==> config.mk <==
export PLATFORM = sky130hd
export DESIGN_NAME = glc_top
export DESIGN_NICKNAME = d
export VERILOG_FILES = /design/src/inc/glc_pkg.sv /design/src/hdl/glc_top.sv
export VERILOG_INCLUDE_DIRS = /design/src /design/src/inc
export SDC_FILE = /design/constraint.sdc
export NUM_CORES = 1
export LEC_CHECK = 0
export BUFFER_PORTS_ARGS = -buffer_cell sky130_fd_sc_hd__buf_2
export CAP_MARGIN = 20
export CORE_MARGIN = 2
export CORE_UTILIZATION = 45
export DETAILED_ROUTE_END_ITERATION = 6
export HOLD_SLACK_MARGIN = 0.12
export PLACE_DENSITY_LB_ADDON = 0.08
export RECOVER_POWER = 100
export SYNTH_ARGS = -nofsm -noshare
export SYNTH_HDL_FRONTEND = slang
export SYNTH_SLANG_ARGS = --single-unit
==> constraint.sdc <==
create_clock -name sys_clk -period 6.9 [get_ports sys_clk]
set_input_delay 0.69 -clock sys_clk [delete_from_list [all_inputs] [get_ports sys_clk]]
set_output_delay 0.69 -clock sys_clk [all_outputs]
set_load 0.02 [all_outputs]
==> src/inc/glc_defs.svh <==
/*
  Constants of the guard lock output controller: register offsets,
  field positions, reset values and timing counts.
  Assumes a 20 MHz system clock; the counts derive from it.
*/
`ifndef GLC_DEFS_SVH
`define GLC_DEFS_SVH

`define GLC_CLK_HZ           20000000
// test pulse is a longest time: rounds down
`define GLC_TP_MAX_US        1000
`define GLC_TP_LEN_CYC       (`GLC_TP_MAX_US * (`GLC_CLK_HZ / 1000000))
`define GLC_TP_PERIOD_MS     100
`define GLC_TP_PERIOD_CYC    (`GLC_TP_PERIOD_MS * (`GLC_CLK_HZ / 1000))
// activation pulses up to this length are ignored
`define GLC_FILT_MS          5
`define GLC_FILT_CYC         (`GLC_FILT_MS * (`GLC_CLK_HZ / 1000))
`define GLC_BLINK_HZ         5
`define GLC_BLINK_HALF_CYC   (`GLC_CLK_HZ / (2 * `GLC_BLINK_HZ))
`define GLC_INIT_MS          1000
`define GLC_INIT_CYC         (`GLC_INIT_MS * (`GLC_CLK_HZ / 1000))

`define GLC_ADDR_W           4
`define GLC_CTRL_OFS         4'h0
`define GLC_STATUS_OFS       4'h4
`define GLC_FCLR_OFS         4'h8

`define GLC_CTRL_INHIBIT_BIT 0
`define GLC_CTRL_RST         1'h0
`define GLC_FCLR_BIT         0

`define GLC_ST_DOOR_BIT      0
`define GLC_ST_LOCK_BIT      1
`define GLC_ST_FAULT_BIT     2
`define GLC_ST_ON_BIT        3
`define GLC_ST_ACT_BIT       4
`define GLC_ST_RUN_BIT       5
`define GLC_ST_INH_BIT       6

`endif

==> src/inc/glc_pkg.sv <==
/*
  Types of the guard lock output controller.
  Assumes nothing beyond a SystemVerilog compiler.
*/
package glc_pkg;

  typedef enum logic [1:0] {
    GLC_INIT = 2'h1,
    GLC_RUN  = 2'h2
  } glc_state_t;

endpackage

==> src/hdl/glc_top.sv <==
/*
  Guard lock output controller: combines guard presence, lock state and
  faults into a staggered, test-pulsed safety output pair and three
  diagnostic outputs, with an Avalon-MM slave for control and status.
  Assumes inputs synchronous to sys_clk and a power-up synchronous reset.
*/
// Decided for this implementation: the Avalon-MM register port and the register offsets.
`timescale 1ns/1ps
`include "glc_defs.svh"

module glc_top #(
  parameter int FILT_CYC       = `GLC_FILT_CYC,
  parameter int TP_LEN_CYC     = `GLC_TP_LEN_CYC,
  parameter int TP_PERIOD_CYC  = `GLC_TP_PERIOD_CYC,
  parameter int BLINK_HALF_CYC = `GLC_BLINK_HALF_CYC,
  parameter int INIT_CYC       = `GLC_INIT_CYC
) (
  input  wire logic                    sys_clk,
  input  wire logic                    rst_n,
  input  wire logic                    actuator_in_range,
  input  wire logic                    code_valid,
  input  wire logic                    solenoid_act_a,
  input  wire logic                    solenoid_act_b,
  input  wire logic                    internal_fault,
  input  wire logic [`GLC_ADDR_W-1:0]  avs_address,
  input  wire logic                    avs_read,
  input  wire logic                    avs_write,
  input  wire logic [31:0]             avs_writedata,
  output logic      [31:0]             avs_readdata,
  output logic                         avs_waitrequest,
  output logic                         safety_output_a,
  output logic                         safety_output_b,
  output logic                         door_diag_out,
  output logic                         lock_diag_out,
  output logic                         fault_diag_out,
  output logic                         status_led_green
);

  localparam int TP_HALF = TP_PERIOD_CYC / 2;

  // pulse window of one output inside the shared test period
  function automatic logic in_window(input logic [31:0] cnt,
                                     input int          start);
    in_window = (cnt >= 32'(start)) && (cnt < 32'(start + TP_LEN_CYC));
  endfunction

  glc_pkg::glc_state_t state_q, state_d;
  logic [31:0] init_cnt_q, init_cnt_d;
  logic [31:0] blink_cnt_q, blink_cnt_d;
  logic        led_q, led_d;
  logic [31:0] tp_cnt_q, tp_cnt_d;
  logic        tp_a_q, tp_a_d;
  logic        tp_b_q, tp_b_d;
  logic        act_filt_q, act_filt_d;
  logic [31:0] flt_cnt_q, flt_cnt_d;
  logic [31:0] mis_cnt_q, mis_cnt_d;
  logic        door_q, door_d;
  logic        lock_q, lock_d;
  logic        fault_q, fault_d;
  logic        on_q, on_d;
  logic        sa_q, sa_d;
  logic        sb_q, sb_d;
  logic        inhibit_q, inhibit_d;
  logic        wait_q, wait_d;
  logic [31:0] rdata_q, rdata_d;
  logic        act_raw;
  logic        mis_hit;
  logic        bus_req;
  logic        bus_fire;
  logic        fclr_wr;
  logic        run_d;
  logic [31:0] status_w;

  assign act_raw  = solenoid_act_a & solenoid_act_b;
  assign bus_req  = avs_read | avs_write;
  assign bus_fire = bus_req & ~wait_q;
  assign fclr_wr  = bus_fire & avs_write
                    & (avs_address == `GLC_FCLR_OFS)
                    & avs_writedata[`GLC_FCLR_BIT];

  always_comb begin
    status_w = 32'h0;
    status_w[`GLC_ST_DOOR_BIT]  = door_q;
    status_w[`GLC_ST_LOCK_BIT]  = lock_q;
    status_w[`GLC_ST_FAULT_BIT] = fault_q;
    status_w[`GLC_ST_ON_BIT]    = on_q;
    status_w[`GLC_ST_ACT_BIT]   = act_filt_q;
    status_w[`GLC_ST_RUN_BIT]   = (state_q == glc_pkg::GLC_RUN);
    status_w[`GLC_ST_INH_BIT]   = inhibit_q;
  end

  always_comb begin
    // power-up initialisation and status indicator
    state_d     = state_q;
    init_cnt_d  = init_cnt_q;
    blink_cnt_d = blink_cnt_q;
    led_d       = led_q;
    unique case (state_q)
      glc_pkg::GLC_INIT: begin
        blink_cnt_d = blink_cnt_q + 32'h1;
        if (blink_cnt_q == 32'(BLINK_HALF_CYC - 1)) begin
          blink_cnt_d = 32'h0;
          led_d       = ~led_q;
        end
        init_cnt_d = init_cnt_q + 32'h1;
        if (init_cnt_q == 32'(INIT_CYC - 1)) begin
          state_d = glc_pkg::GLC_RUN;
        end
      end
      glc_pkg::GLC_RUN: begin
        led_d = 1'b1;
      end
      default: begin
        state_d = glc_pkg::GLC_INIT;
      end
    endcase
    run_d = (state_d == glc_pkg::GLC_RUN);

    // free-running test period; runs in off state too
    tp_cnt_d = (tp_cnt_q == 32'(TP_PERIOD_CYC - 1)) ? 32'h0
                                                   : tp_cnt_q + 32'h1;
    tp_a_d = run_d & in_window(tp_cnt_d, 0);
    tp_b_d = run_d & in_window(tp_cnt_d, TP_HALF);

    // activation only changes after holding longer than the filter
    flt_cnt_d  = 32'h0;
    act_filt_d = act_filt_q;
    if (act_raw != act_filt_q) begin
      flt_cnt_d = flt_cnt_q + 32'h1;
      if (flt_cnt_q == 32'(FILT_CYC)) begin
        act_filt_d = act_raw;
        flt_cnt_d  = 32'h0;
      end
    end

    // channels disagreeing longer than the filter are a fault
    mis_cnt_d = 32'h0;
    mis_hit   = 1'b0;
    if (solenoid_act_a != solenoid_act_b) begin
      mis_cnt_d = mis_cnt_q + 32'h1;
      if (mis_cnt_q == 32'(FILT_CYC)) begin
        mis_hit   = 1'b1;
        mis_cnt_d = mis_cnt_q;
      end
    end

    door_d = actuator_in_range & code_valid;
    // power-to-release: closed guard and no activation means locked
    lock_d = door_d & ~act_filt_d;
    // a new fault beats a clear in the same cycle
    fault_d = internal_fault | mis_hit | (fault_q & ~fclr_wr);
    on_d = run_d & door_d & lock_d & ~fault_d
           & ~inhibit_q;
    // off state shows pulses as short highs, on state as short lows
    sa_d = on_d ^ tp_a_d;
    sb_d = on_d ^ tp_b_d;

    // avalon slave: one wait state, then answer
    wait_d    = 1'b1;
    rdata_d   = rdata_q;
    inhibit_d = inhibit_q;
    if (bus_req & wait_q) begin
      wait_d = 1'b0;
      unique case (avs_address)
        `GLC_CTRL_OFS:   rdata_d = {31'h0, inhibit_q};
        `GLC_STATUS_OFS: rdata_d = status_w;
        default:         rdata_d = 32'h0;
      endcase
    end
    if (bus_fire & avs_write & (avs_address == `GLC_CTRL_OFS)) begin
      inhibit_d = avs_writedata[`GLC_CTRL_INHIBIT_BIT];
    end
  end

  always_ff @(posedge sys_clk) begin
    if (!rst_n) begin
      state_q          <= glc_pkg::GLC_INIT;
      init_cnt_q       <= 32'h0;
      blink_cnt_q      <= 32'h0;
      led_q            <= 1'b0;
      tp_cnt_q         <= 32'h0;
      tp_a_q           <= 1'b0;
      tp_b_q           <= 1'b0;
      act_filt_q       <= 1'b0;
      flt_cnt_q        <= 32'h0;
      mis_cnt_q        <= 32'h0;
      door_q           <= 1'b0;
      lock_q           <= 1'b0;
      fault_q          <= 1'b0;
      on_q             <= 1'b0;
      sa_q             <= 1'b0;
      sb_q             <= 1'b0;
      inhibit_q        <= `GLC_CTRL_RST;
      wait_q           <= 1'b1;
      rdata_q          <= 32'h0;
    end else begin
      state_q          <= state_d;
      init_cnt_q       <= init_cnt_d;
      blink_cnt_q      <= blink_cnt_d;
      led_q            <= led_d;
      tp_cnt_q         <= tp_cnt_d;
      tp_a_q           <= tp_a_d;
      tp_b_q           <= tp_b_d;
      act_filt_q       <= act_filt_d;
      flt_cnt_q        <= flt_cnt_d;
      mis_cnt_q        <= mis_cnt_d;
      door_q           <= door_d;
      lock_q           <= lock_d;
      fault_q          <= fault_d;
      on_q             <= on_d;
      sa_q             <= sa_d;
      sb_q             <= sb_d;
      inhibit_q        <= inhibit_d;
      wait_q           <= wait_d;
      rdata_q          <= rdata_d;
    end
  end

  assign safety_output_a  = sa_q;
  assign safety_output_b  = sb_q;
  assign door_diag_out    = door_q;
  assign lock_diag_out    = lock_q;
  assign fault_diag_out   = fault_q;
  assign status_led_green = led_q;
  assign avs_readdata     = rdata_q;
  assign avs_waitrequest  = wait_q;

  // helper: length of the current pulse on output a
  logic [31:0] pa_len_q;
  always_ff @(posedge sys_clk) begin
    if (!rst_n) begin
      pa_len_q <= 32'h0;
    end else begin
      pa_len_q <= tp_a_q ? pa_len_q + 32'h1 : 32'h0;
    end
  end

  a_on_needs_lock: assert property (
    @(posedge sys_clk) disable iff (!rst_n)
    on_q |-> (door_q && lock_q && !fault_q))
    else $error("safety on without closed and locked guard");

  a_fault_forces_off: assert property (
    @(posedge sys_clk) disable iff (!rst_n)
    internal_fault |=> (!on_q && fault_q))
    else $error("safety on despite internal fault");

  a_pulse_bounded: assert property (
    @(posedge sys_clk) disable iff (!rst_n)
    tp_a_q |-> (pa_len_q < 32'(TP_LEN_CYC)))
    else $error("test pulse longer than allowed");

  a_pulse_when_off: assert property (
    @(posedge sys_clk) disable iff (!rst_n)
    (!on_q && tp_a_q) |-> (safety_output_a && !safety_output_b))
    else $error("off state test pulse missing");

  a_act_filtered: assert property (
    @(posedge sys_clk) disable iff (!rst_n)
    $changed(act_filt_q) |-> ($past(flt_cnt_q) == 32'(FILT_CYC)))
    else $error("activation changed before filter expired");

  a_lock_no_act: assert property (
    @(posedge sys_clk) disable iff (!rst_n)
    (door_q && !act_filt_q) |-> lock_diag_out)
    else $error("lock released without activation");

  a_door_valid: assert property (
    @(posedge sys_clk) disable iff (!rst_n)
    door_diag_out |-> $past(actuator_in_range && code_valid))
    else $error("door diagnostic on without valid actuator");

  a_open_all_off: assert property (
    @(posedge sys_clk) disable iff (!rst_n)
    !actuator_in_range |=> (!on_q && !lock_diag_out && !door_diag_out))
    else $error("outputs on with guard open");

  a_no_overlap: assert property (
    @(posedge sys_clk) disable iff (!rst_n)
    !(tp_a_q && tp_b_q))
    else $error("test pulses overlap");

  a_init_off: assert property (
    @(posedge sys_clk) disable iff (!rst_n)
    (state_q == glc_pkg::GLC_INIT) |-> (!safety_output_a && !on_q))
    else $error("safety output on during init");

  a_bus_answer: assert property (
    @(posedge sys_clk) disable iff (!rst_n)
    (bus_req && wait_q) |=> !avs_waitrequest ##1 avs_waitrequest)
    else $error("bus answer not after one wait state");

  c_locked_on: cover property (
    @(posedge sys_clk) disable iff (!rst_n) $rose(on_q));
  c_fault_seen: cover property (
    @(posedge sys_clk) disable iff (!rst_n) $rose(fault_q));
  c_unlocked_closed: cover property (
    @(posedge sys_clk) disable iff (!rst_n) door_q && !lock_q);

endmodule

Word level (Yosys, flattened, before mapping) --
Cells that the tools add are included.
Word-level totals: bits in registers 204, input port bits 45, output and inout bits 39, word-level logic and storage cells 87
Operators by class: add/sub/neg operators 5, $lt $le $gt $ge 4, equal/unequal tests 13, multiplexer cells 12, bitwise operators 29, reduce and logical (&&, ||, !) cells 7
Operators by type and width (count):
- adder 32 x 1 -> 32 bit (second input constant) | 5
- == test 32 x 17 -> 1 bit (second input constant) | 2
- == test 32 x 21 -> 1 bit (second input constant) | 2
- two-way mux 32 bit | 2
- == test 32 x 25 -> 1 bit (second input constant) | 1
- greater-or-equal comparator 32 x 1 -> 1 bit (second input constant) | 1
- greater-or-equal comparator 32 x 20 -> 1 bit (second input constant) | 1
- less-than comparator 32 x 15 -> 1 bit (second input constant) | 1
- less-than comparator 32 x 20 -> 1 bit (second input constant) | 1
- AND 1 bit | 16
- case mux 7 bit (2 select lines) | 1
- NOT 1 bit | 8
- two-way mux 1 bit | 6
- == test 2 bit (second input constant) | 2
- == test 4 x 3 -> 1 bit (second input constant) | 1
- == test 4 bit (second input constant) | 1
- logical NOT 4 bit | 1
- case mux 2 bit (2 select lines) | 1
- AND reduction 2 bit | 2
- OR 1 bit | 3
- OR reduction 3 bit | 1
- == test 2 x 1 -> 1 bit (second input constant) | 1
- logical AND 1 bit | 2
- two-way mux 2 bit | 1
- 5 further kinds | 7

Depth between registers and ports, before layout --
Gate-level depths: netlist of the first run.
depth in word-level cells 12, gate-level depth with buffers 11, mapped depth without buffers 10

Least setup slack after synthesis of the first run --
No wires, ideal clock.
kind register to register, start point register tp_cnt_q[17], end point register sb_q, in the netlist safety_output_b, setup time 0.070 ns, data arrival time 2.855 ns, required time 6.830 ns, setup slack 3.975 ns, cell stages (with the launch flop) 10, buffers on the path 1, period minus slack after synthesis 2.925 ns, cell sequence dfxtp_1 buf_2 nand3_1 or2_2 or4_1 mux2_2 a31oi_1 or3b_2 or4_1 a21oi_1
On the way: longest elaborated chain between the ends 6, elaborated cells on any way between the ends 8, classes of those cells add/sub: 1; order compare: 2; eq/ne: 1; mux: 1; bitwise: 2; reduce/logical: 1
Ends and longest elaborated chain:
- from (decl) | line glc_top.sv:51 | logic [31:0] tp_cnt_q, tp_cnt_d;
- from (signal assigned) | line glc_top.sv:201 | tp_cnt_q <= tp_cnt_d;
- adder 32 x 1 -> 32 bit or == test 32 x 21 -> 1 bit (tied branches) | line glc_top.sv:121, glc_top.sv:120
- two-way mux 32 bit * | line glc_top.sv:120 | tp_cnt_d = (tp_cnt_q == 32'(TP_PERIOD_CYC - 1)) ? 32'h0
- greater-or-equal comparator 32 x 20 -> 1 bit or less-than comparator 32 x 20 -> 1 bit (tied branches) | line glc_top.sv:44 | in_window = (cnt >= 32'(start)) && (cnt < 32'(start + TP_LEN_CYC));
- logical AND 1 bit * | line glc_top.sv:44
- AND 1 bit * | line glc_top.sv:123 | tp_b_d = run_d & in_window(tp_cnt_d, TP_HALF);
- XOR 1 bit * | line glc_top.sv:156 | sb_d = on_d ^ tp_b_d;
- to (signal assigned) | line glc_top.sv:192 | sb_q <= 1'b0;
- to (signal assigned) | line glc_top.sv:212 | sb_q <= sb_d;
- to (decl) | line glc_top.sv:62 | logic sb_q, sb_d;
Mark *: on every way between the ends. The rest lies on a longest branch, timed or not. A chain may end at the register's enable or synchronous reset.

Final worst setup path of the first run --
start point register tp_cnt_q[0], end point register sb_q, in the netlist safety_output_b
Same word-level chain as after synthesis.

==> results of run 1 <==
-- power by group --
group / switching [mW] / internal (mW) / total [mW]
registers: 0.0111 / 1.04 / 1.05
logic: 0.0545 / 0.0219 / 0.0764
clock network: 0.392 / 0.599 / 0.991
total: 0.457 / 1.67 / 2.12
-- registers in the layout (all words and copies together) (netlist names), 2 cells and up --
| register | cells |
|---|---|
| flt_cnt_q | 32 |
| tp_cnt_q | 32 |
| init_cnt_q | 32 |
| avs_readdata | 7 |
| mis_cnt_q | 32 |
| state_q | 2 |
| blink_cnt_q | 32 |
-- synthesized netlist by cell type (22+ instances only) --
master	count	area (sq um)
xnor2_1	52	455
nand3_1	65	325
nor3_1	25	125
xor2_1	95	832
nand2_1	80	300
clkbuf_1	22	82.6
nor2_1	188	706
and3_1	23	144
buf_4	28	210
dfxtp_1	179	3580
nand4_1	46	288
nor4_1	23	144
-- cell type report --
cell class | instances | share of cell area
well taps | 260 | 0.0343
clock buffers | 19 | 0.0456
inverters | 18 | 0.00712
repair buffers | 31 | 0.0142
multi-input cells | 803 | 0.504
clock inverters | 10 | 0.0168
flip-flops and latches | 179 | 0.378
-- metrics by stage --
| step | area, sq um | setup WS, ps |
|---|---|---|
| final | 9480 | 3110 |
| after global routing | 9480 | 2690 |
| after CTS | 9510 | 3190 |
| after detailed placement | 8920 | 3220 |
| after global placement | 8920 | 3300 |
| after floorplan | 8790 | 3980 |
-- cells by family after synthesis --
family | share of synthesized area
AND/OR/NAND/NOR | 0.312
flip-flops | 0.412
XOR/XNOR | 0.148
buffers and inverters | 0.0478
AO/OA/AOI/OAI | 0.0553
adder cells (fa/ha/maj) | 0.0158
multiplexers | 0.00863
other | 0.000431
-- per-layer routing --
layer  vias up  track usage  share of wire
li1       3557            -              -
met1      3113        0.258           0.51
met2        94        0.298           0.45
met3        10       0.0406          0.033
met4         0       0.0391         0.0075
met5         -            0              0
-- worst max path at each step --
stage / slack, ps / end / start
after global routing: 2690 / flt_cnt_q[27]$_SDFF_PP0_ / rst_n
after floorplan: 3980 / safety_output_b$_SDFF_PN0_ / tp_cnt_q[17]$_SDFF_PN0_
after global placement: 3300 / safety_output_b$_SDFF_PN0_ / tp_cnt_q[0]$_SDFF_PN0_
after CTS: 3190 / safety_output_b$_SDFF_PN0_ / tp_cnt_q[0]$_SDFF_PN0_
after detailed placement: 3220 / safety_output_b$_SDFF_PN0_ / tp_cnt_q[0]$_SDFF_PN0_
final: 3110 / safety_output_b$_SDFF_PN0_ / tp_cnt_q[0]$_SDFF_PN0_
-- critical path: stages, from the launching register on --
cell and delay [ps]:
dfxtp_1 390, ha_1 230, nand3_1 170, nor4_1 910
nand2_1 160, xnor2_1 220, or4b_1 480, a2111o_1 450
or4_1 480, a21oi_1 180
==> reports/summary.txt, run 1 <==
part of the cycle the worst path needs: 0.550
Port-buffer cells: 27
Hold Path End: avs_readdata[3]$_SDFFE_PN0P_
Worst Skew: 9.32 ps
Hold WC Path Type: flip-flop to flip-flop
Tot Pwr: 2.12 mW
Reg2Reg Launch Point: tp_cnt_q[0]$_SDFF_PN0_
Synth Warn #: 0
RSZ-0062 raised after global routing: false
Max H-tree Level: 4
worst slew pin tran: 1790 ps
status: finished with violations
area occupied by multi-input gates: 4780 sq um
register area: 3580 sq um
Total Wirelength: 18100 um
Setup Viol. Count Final: 0
root buffer cell: clkbuf_16
largest net degree at the start of global routing: 56
#FFs+latches synth: 179
TNS Setup: 0 ps
Final Util: 0.504
area grow syn2layout: 9.06%
Core Rows: 50
Die Width: 143 um
most frequent cells in the layout: 188 x nor2_1, 179 x dfxtp_1, 95 x xor2_1
Worst Path Required: 7210 ps
crit start category: flip-flop
Max clock buf depth: 2
# diodes: 0
I/O pin count: 84
Primary FF master, synth: dfxtp_1
nets: 1106
Crit. End Element: flip-flop
minimum clock period after layout: 3790 ps
R2R Path End: safety_output_b$_SDFF_PN0_
first-pass GRT wire length: 31000 um
PD cells: 224 nW/um^2
Post-Syn Area: 8700 sq um
Worst Hold Slack: 470 ps
DRT iter0 DRCs: 330
Worst EP arrival: 4100 ps
fill count: 1895
post-route ant nets: 0
vias in the first global route: 6378
core area: 18800 sq um
r2r worst-path depth: 9
grt ovf: 0
commonest non-fill, non-tap cell in the layout: nor2_1
count of final hold-check violations: 0
GPL Wtd Cong: 0.844
hold path depth: 2
Final Slew Violations: 56
first-pass detailed-route iteration total: 4
hold wc startpoint: on_q$_SDFF_PN0_
clk slew on worst S/H paths: 60 ps
register area share after synthesis: 0.412
count of cell types in the netlist: 62
Mapped Cells: 1036
Avg Cell Area, Syn: 8.39 sq um
Clock Sinks: 179
Remaining DRCs: 0
post-cts sizing count: 0
static leakage: 3.23 nW
slew margin rel.: -0.198
r2r setup slk: 3110 ps
setup bufs post-CTS: 0
fin cells: 1320
number of synthesized flops with an enable pin: 0
post-DR vias/cell: 5.13
clk_lat worst skew: 420 ps
Die H: 143 um
TritonCTS Buffers: 17
layout cells sized above 1: 0.0519
hold buffers post-CTS: 0
Crit Path Class: flip-flop to flip-flop
failing checks: max-capacitance violations, max-slew violations
die footprint: 20500 sq um
maximum vdd drop: 0.170 mV
Max Cap Viol: 1
initial antenna violation count: 0
GRT Overall Usage: 0.186
DP Cell Count: 1289
CP max FO: 5
routed length per instance: 13.7 um
ys async rst share: 0
Via Count: 6774
CTS tree: yes
Starting Density: 0.462
dpl hpwl: 12700 um
FMAX: 0.264 GHz
Note: power is estimated with default switching activity, not from simulation.
==> run 2, diff against run 1 <==
ABC_AREA = 1   (was default)
clock period = 3.7 ns   (was 6.9 ns; I/O delays follow)
==> reports/summary.txt, run 2 <==
status: finished with violations
failing checks: max-capacitance violations, max-slew violations
FMAX: 0.328 GHz
Max H-tree Level: 4
Crit Path Class: flip-flop to flip-flop
post-DR vias/cell: 4.92
initial antenna violation count: 0
first-pass GRT wire length: 35800 um
Remaining DRCs: 0
crit path cell chain: inv_1 -> ha_1 -> inv_1 -> nor3_1 -> nand3_2 -> nor2_1 -> nand3_1 -> nor2_1 -> nand2_2 -> nor3_1 -> nand2_2 -> nor2_1 -> nand2_1 -> nand2_1 -> nand2_1 -> nor2_1
setup ws final: 648 ps
Primary FF master, synth: dfxtp_1
crit start category: flip-flop
fill count: 2128
CP max FO: 15
count of final hold-check violations: 0
R2R Path End: blink_cnt_q[31]$_SDFFE_PN0P_
die footprint: 22000 sq um
Worst EP arrival: 3430 ps
post-route ant nets: 0
DRT iter0 DRCs: 425
Clock Sinks: 179
slowest stage delay, CP: 520 ps
hold buffers post-CTS: 0
largest net degree at the start of global routing: 50
hold path depth: 3
top post-synthesis cells by count: 301 x nand2_1, 224 x nor2_1, 183 x inv_1
maximum vdd drop: 0.282 mV
r2r setup slk: 650 ps
core area: 20400 sq um
Reg2Reg Launch Point: state_q[1]$_SDFF_PN0_
Cell Area, Placed: 9690 sq um
Synth top area share: 0.382
hold wc startpoint: code_valid
clk slew on worst S/H paths: 70 ps
CP max-delay cell: nor3_1
most frequent cells in the layout: 301 x nand2_1, 227 x nor2_1, 186 x inv_1
#FFs+latches synth: 179
vias in the first global route: 7803
Post-Syn Area: 9370 sq um
nets: 1495
post-synth top area cell: dfxtp_1
TNS Setup: 0 ps
commonest non-fill, non-tap cell in the layout: nand2_1
CP most frequent cell: nor2_1
register area share after synthesis: 0.382
minimum clock period after layout: 3050 ps
Worst Hold Slack: 221 ps
I/O pin count: 84
worst slew pin tran: 1590 ps
post-cts sizing count: 0
r2r worst-path depth: 16
RSZ-0062 raised after global routing: false
pre-CTS WS: 909 ps
dpl hpwl: 15600 um
area grow syn2layout: 8.51%
Avg Cell Area, Syn: 6.64 sq um
Final Slew Violations: 50
Port-buffer cells: 27
PD cells: 389 nW/um^2
layout cells sized above 1: 0.0399
Core Rows: 52
post-route cell area: 10200 sq um
grt ovf: 0
Mapped Cells: 1412
static leakage: 3.61 nW
Hold WC Path Type: primary input to flip-flop
Hold Path End: door_diag_out$_SDFF_PN0_
Max Cap Viol: 1
Die H: 148 um
synth top area cells: dfxtp_1 38%, nand2_1 12%, nor2_1 9.0%
setup bufs post-CTS: 0
# diodes: 0
GRT Overall Usage: 0.196
slew margin rel.: -0.0615
Crit. End Element: flip-flop
TritonCTS Buffers: 17
Via Count: 8467
number of synthesized flops with an enable pin: 0
Starting Density: 0.460
top-count cell post-synth: nand2_1
clk_lat worst skew: 440 ps
routed length per instance: 12.1 um
ys async rst share: 0
count of cell types in the netlist: 39
Worst Path Required: 4070 ps
Setup Viol. Count Final: 0
Synth Warn #: 0
GPL Wtd Cong: 0.841
CTS tree: yes
Die Width: 148 um
part of the cycle the worst path needs: 0.825
Max clock buf depth: 2
Total Wirelength: 20900 um
root buffer cell: clkbuf_16
Worst Skew: 13.8 ps
first-pass detailed-route iteration total: 5
## run 2: area by class of cell
class / count / area [sq um] / area share
Clock buffer: 18 / 429 / 0.0422
Clock inverter: 14 / 163 / 0.0160
Inverter: 186 / 698 / 0.0687
Multi-Input combinational cell: 1025 / 4830 / 0.475
Sequential cell: 179 / 3580 / 0.352
Tap cell: 270 / 338 / 0.0332
Timing Repair Buffer: 30 / 129 / 0.0127
## run 2: cell families (layout without fill, tap and decap cells)
logic type | after synthesis | in the layout | synth area share
XOR/XNOR | 29 | 29 | 0.0271
flip-flops | 179 | 179 | 0.382
buffers and inverters | 232 | 248 | 0.103
adder cells (fa/ha/maj) | 11 | 11 | 0.0147
AO/OA/AOI/OAI | 187 | 187 | 0.107
AND/OR/NAND/NOR | 773 | 773 | 0.366
other | 1 | 25 | 0.000400
## run 2: report_power, final
part | switching [mW] | internal, mW | leakage [nW]
Combinational | 0.126 | 0.0437 | 1.87
Clock | 0.853 | 0.966 | 0.288
Sequential | 0.0196 | 1.95 | 1.45
Total | 0.999 | 2.96 | 3.61
## run 2: per-layer routing
layer / GRT usage / wire length (um) / vias to the layer above
met5: 0 / 0 / -
met4: 0.0500 / 283 / 0
met3: 0.0344 / 574 / 17
met2: 0.316 / 9030 / 108
met1: 0.275 / 11000 / 3757
li1: - / - / 4585
## run 2: how the worst max path moves through the flow
stage | from | endpoint
after floorplan | state_q[1]$_SDFF_PN0_ | init_cnt_q[29]$_SDFFE_PN0P_
after global placement | tp_cnt_q[0]$_SDFF_PN0_ | safety_output_b$_SDFF_PN0_
after detailed placement | tp_cnt_q[0]$_SDFF_PN0_ | safety_output_b$_SDFF_PN0_
after CTS | tp_cnt_q[0]$_SDFF_PN0_ | safety_output_b$_SDFF_PN0_
after global routing | state_q[1]$_SDFF_PN0_ | blink_cnt_q[31]$_SDFFE_PN0P_
final | state_q[1]$_SDFF_PN0_ | blink_cnt_q[31]$_SDFFE_PN0P_
## run 2: critical path: cells and delay by family (launching register included)
| kind | cells | cell delay, ps |
|---|---|---|
| AND/OR/NAND/NOR | 13 | 2220 |
| buffers and inverters | 2 | 270 |
| adder cells (fa/ha/maj) | 1 | 150 |
| flip-flops | 1 | 330 |
## run 2: stage by stage
step                cells  utilization  power [mW]
floorplan            1436            -        2.16
global placement     1690        0.476        2.19
detailed placement   1690        0.476        2.19
CTS                  1722        0.505        4.02
global route         1722        0.499        4.12
finish               1722        0.499        3.96
==> run 3, diff against run 2 <==
clock period = 2.6 ns   (was 3.7 ns; I/O delays follow)
==> reports/summary.txt, run 3 (synthesis results as in run 2) <==
Clock Sinks: 179
DRT iter0 DRCs: 490
Core Rows: 52
vias in the first global route: 7894
Via Count: 8604
TNS Setup: 0 ps
die footprint: 22000 sq um
Final Util: 0.517
worst slew pin tran: 570 ps
clk slew on worst S/H paths: 70 ps
CP max-delay cell: dfxtp_2
initial antenna violation count: 0
Hold Path End: inhibit_q$_SDFFE_PN0P_
CTS tree: yes
most frequent cells in the layout: 301 x nand2_1, 222 x nor2_1, 183 x inv_1
Cell Area, Placed: 9870 sq um
clk_lat worst skew: 440 ps
largest net degree at the start of global routing: 41
hold path depth: 4
core area: 20400 sq um
minimum clock period after layout: 2380 ps
Crit Path Class: flip-flop to flip-flop
Worst Hold Slack: 151 ps
R2R Path End: safety_output_b$_SDFF_PN0_
Final Slew Violations: 0
CP max FO: 7
crit path cell chain: ha_1 -> inv_1 -> nor2_4 -> nand2_2 -> nor2_2 -> nand4_1 -> nor2_1 -> xor2_1 -> nand3_1 -> nor2_1 -> buf_4 -> nand3_1 -> nand2_1 -> inv_1 -> nor2_1
TritonCTS Buffers: 17
r2r worst-path depth: 15
PD cells: 535 nW/um^2
Max H-tree Level: 4
post-DR vias/cell: 4.92
count of final hold-check violations: 0
fill count: 2108
Crit. End Element: flip-flop
RSZ-0062 raised after global routing: true
setup ws final: 223 ps
dpl hpwl: 16000 um
first-pass GRT wire length: 36400 um
GRT Overall Usage: 0.202
GPL Wtd Cong: 0.847
slowest stage delay, CP: 380 ps
Starting Density: 0.460
hold wc startpoint: avs_address[3]
post-route ant nets: 0
Worst Skew: 11.8 ps
part of the cycle the worst path needs: 0.914
area grow syn2layout: 12.5%
post-route cell area: 10500 sq um
Remaining DRCs: 0
FMAX: 0.421 GHz
commonest non-fill, non-tap cell in the layout: nand2_1
pre-CTS WS: 122 ps
Worst Path Required: 2980 ps
r2r setup slk: 220 ps
Total Wirelength: 21200 um
Die Width: 148 um
Reg2Reg Launch Point: tp_cnt_q[0]$_SDFF_PN0_
first-pass detailed-route iteration total: 5
static leakage: 3.86 nW
routed length per instance: 12.1 um
grt ovf: 0
# diodes: 0
status: completed
Max Cap Viol: 0
slew margin rel.: 0.616
layout cells sized above 1: 0.0825
crit start category: flip-flop
CP most frequent cell: nor2_1
root buffer cell: clkbuf_16
I/O pin count: 84
Die H: 148 um
Setup Viol. Count Final: 0
maximum vdd drop: 0.419 mV
Worst EP arrival: 2750 ps
Hold WC Path Type: primary input to flip-flop
delay-heaviest family, CP: simple AND/OR/NAND/NOR gates
Port-buffer cells: 27
nets: 1522
WP buf/inv: 3
Max clock buf depth: 2
## run 3: changes by cell type in the layout (fill, tap and decap cells not counted), sizes merged
cell | previous run | this run
inv | 194 | 193
dlygate4sd3 | 0 | 3
clkinv | 4 | 6
clkbuf | 36 | 17
buf | 12 | 54
## run 3: report_power, final
| group | internal, mW | switching (mW) | leakage [nW] | total [mW] |
|---|---|---|---|---|
| Combinational | 0.0844 | 0.187 | 2.12 | 0.272 |
| Sequential | 2.77 | 0.0269 | 1.45 | 2.80 |
| Clock | 1.36 | 1.20 | 0.287 | 2.56 |
## run 3: worst max-delay path by stage
stage | startpoint | end | slack (ps) | cells after the start
3_3_place_gp | tp_cnt_q[0]$_SDFF_PN0_ | safety_output_b$_SDFF_PN0_ | 170 | 15
2_1_floorplan | state_q[1]$_SDFF_PN0_ | init_cnt_q[29]$_SDFFE_PN0P_ | 460 | 13
4_1_cts | tp_cnt_q[0]$_SDFF_PN0_ | safety_output_b$_SDFF_PN0_ | 100 | 15
3_5_place_dp | tp_cnt_q[0]$_SDFF_PN0_ | safety_output_b$_SDFF_PN0_ | 120 | 15
6_report | tp_cnt_q[0]$_SDFF_PN0_ | safety_output_b$_SDFF_PN0_ | 220 | 15
5_1_grt | tp_cnt_q[0]$_SDFF_PN0_ | safety_output_b$_SDFF_PN0_ | -10 | 15
## run 3: timing repair
| action | CTS | global route |
|---|---|---|
| endpoints found under the hold margin | 3 | 0 |
| resized for setup | 0 | 9 |
| setup buffers | 0 | 1 |
| hold buffers | 3 | 0 |
| setup endpoints to repair | 0 | 10 |
## run 3: worst reg2reg max path, delay by kind of cell (launching register included)
kind	cells	cell delay, ps
XOR/XNOR	1	200
flip-flops	1	380
buffers and inverters	3	270
adder cells (fa/ha/maj)	1	180
AND/OR/NAND/NOR	10	1290
## run 3: per-layer routing
metal	up-vias	routed length, um	global-route usage	part of all wire
met2	143	9180	0.315	0.43
met3	16	838	0.0436	0.039
met5	-	0	0	0
li1	4642	-	-	-
met4	0	280	0.0571	0.013
met1	3803	10900	0.282	0.52
## run 3: layout make-up
cell class	count	area, sq um	area share
Clock inverter	15	163	0.0154
Tap cell	270	338	0.0321
Sequential cell	179	3580	0.340
Inverter	186	698	0.0663
Clock buffer	17	425	0.0404
Timing Repair Buffer	57	380	0.0361
Multi-Input combinational cell	1025	4950	0.470
## run 3: per-stage QoR
stage	std cells	total power [mW]
after floorplan	1436	3.07
after global placement	1713	3.13
after detailed placement	1713	3.13
after CTS	1748	5.72
after global routing	1749	5.88
final	1749	5.64
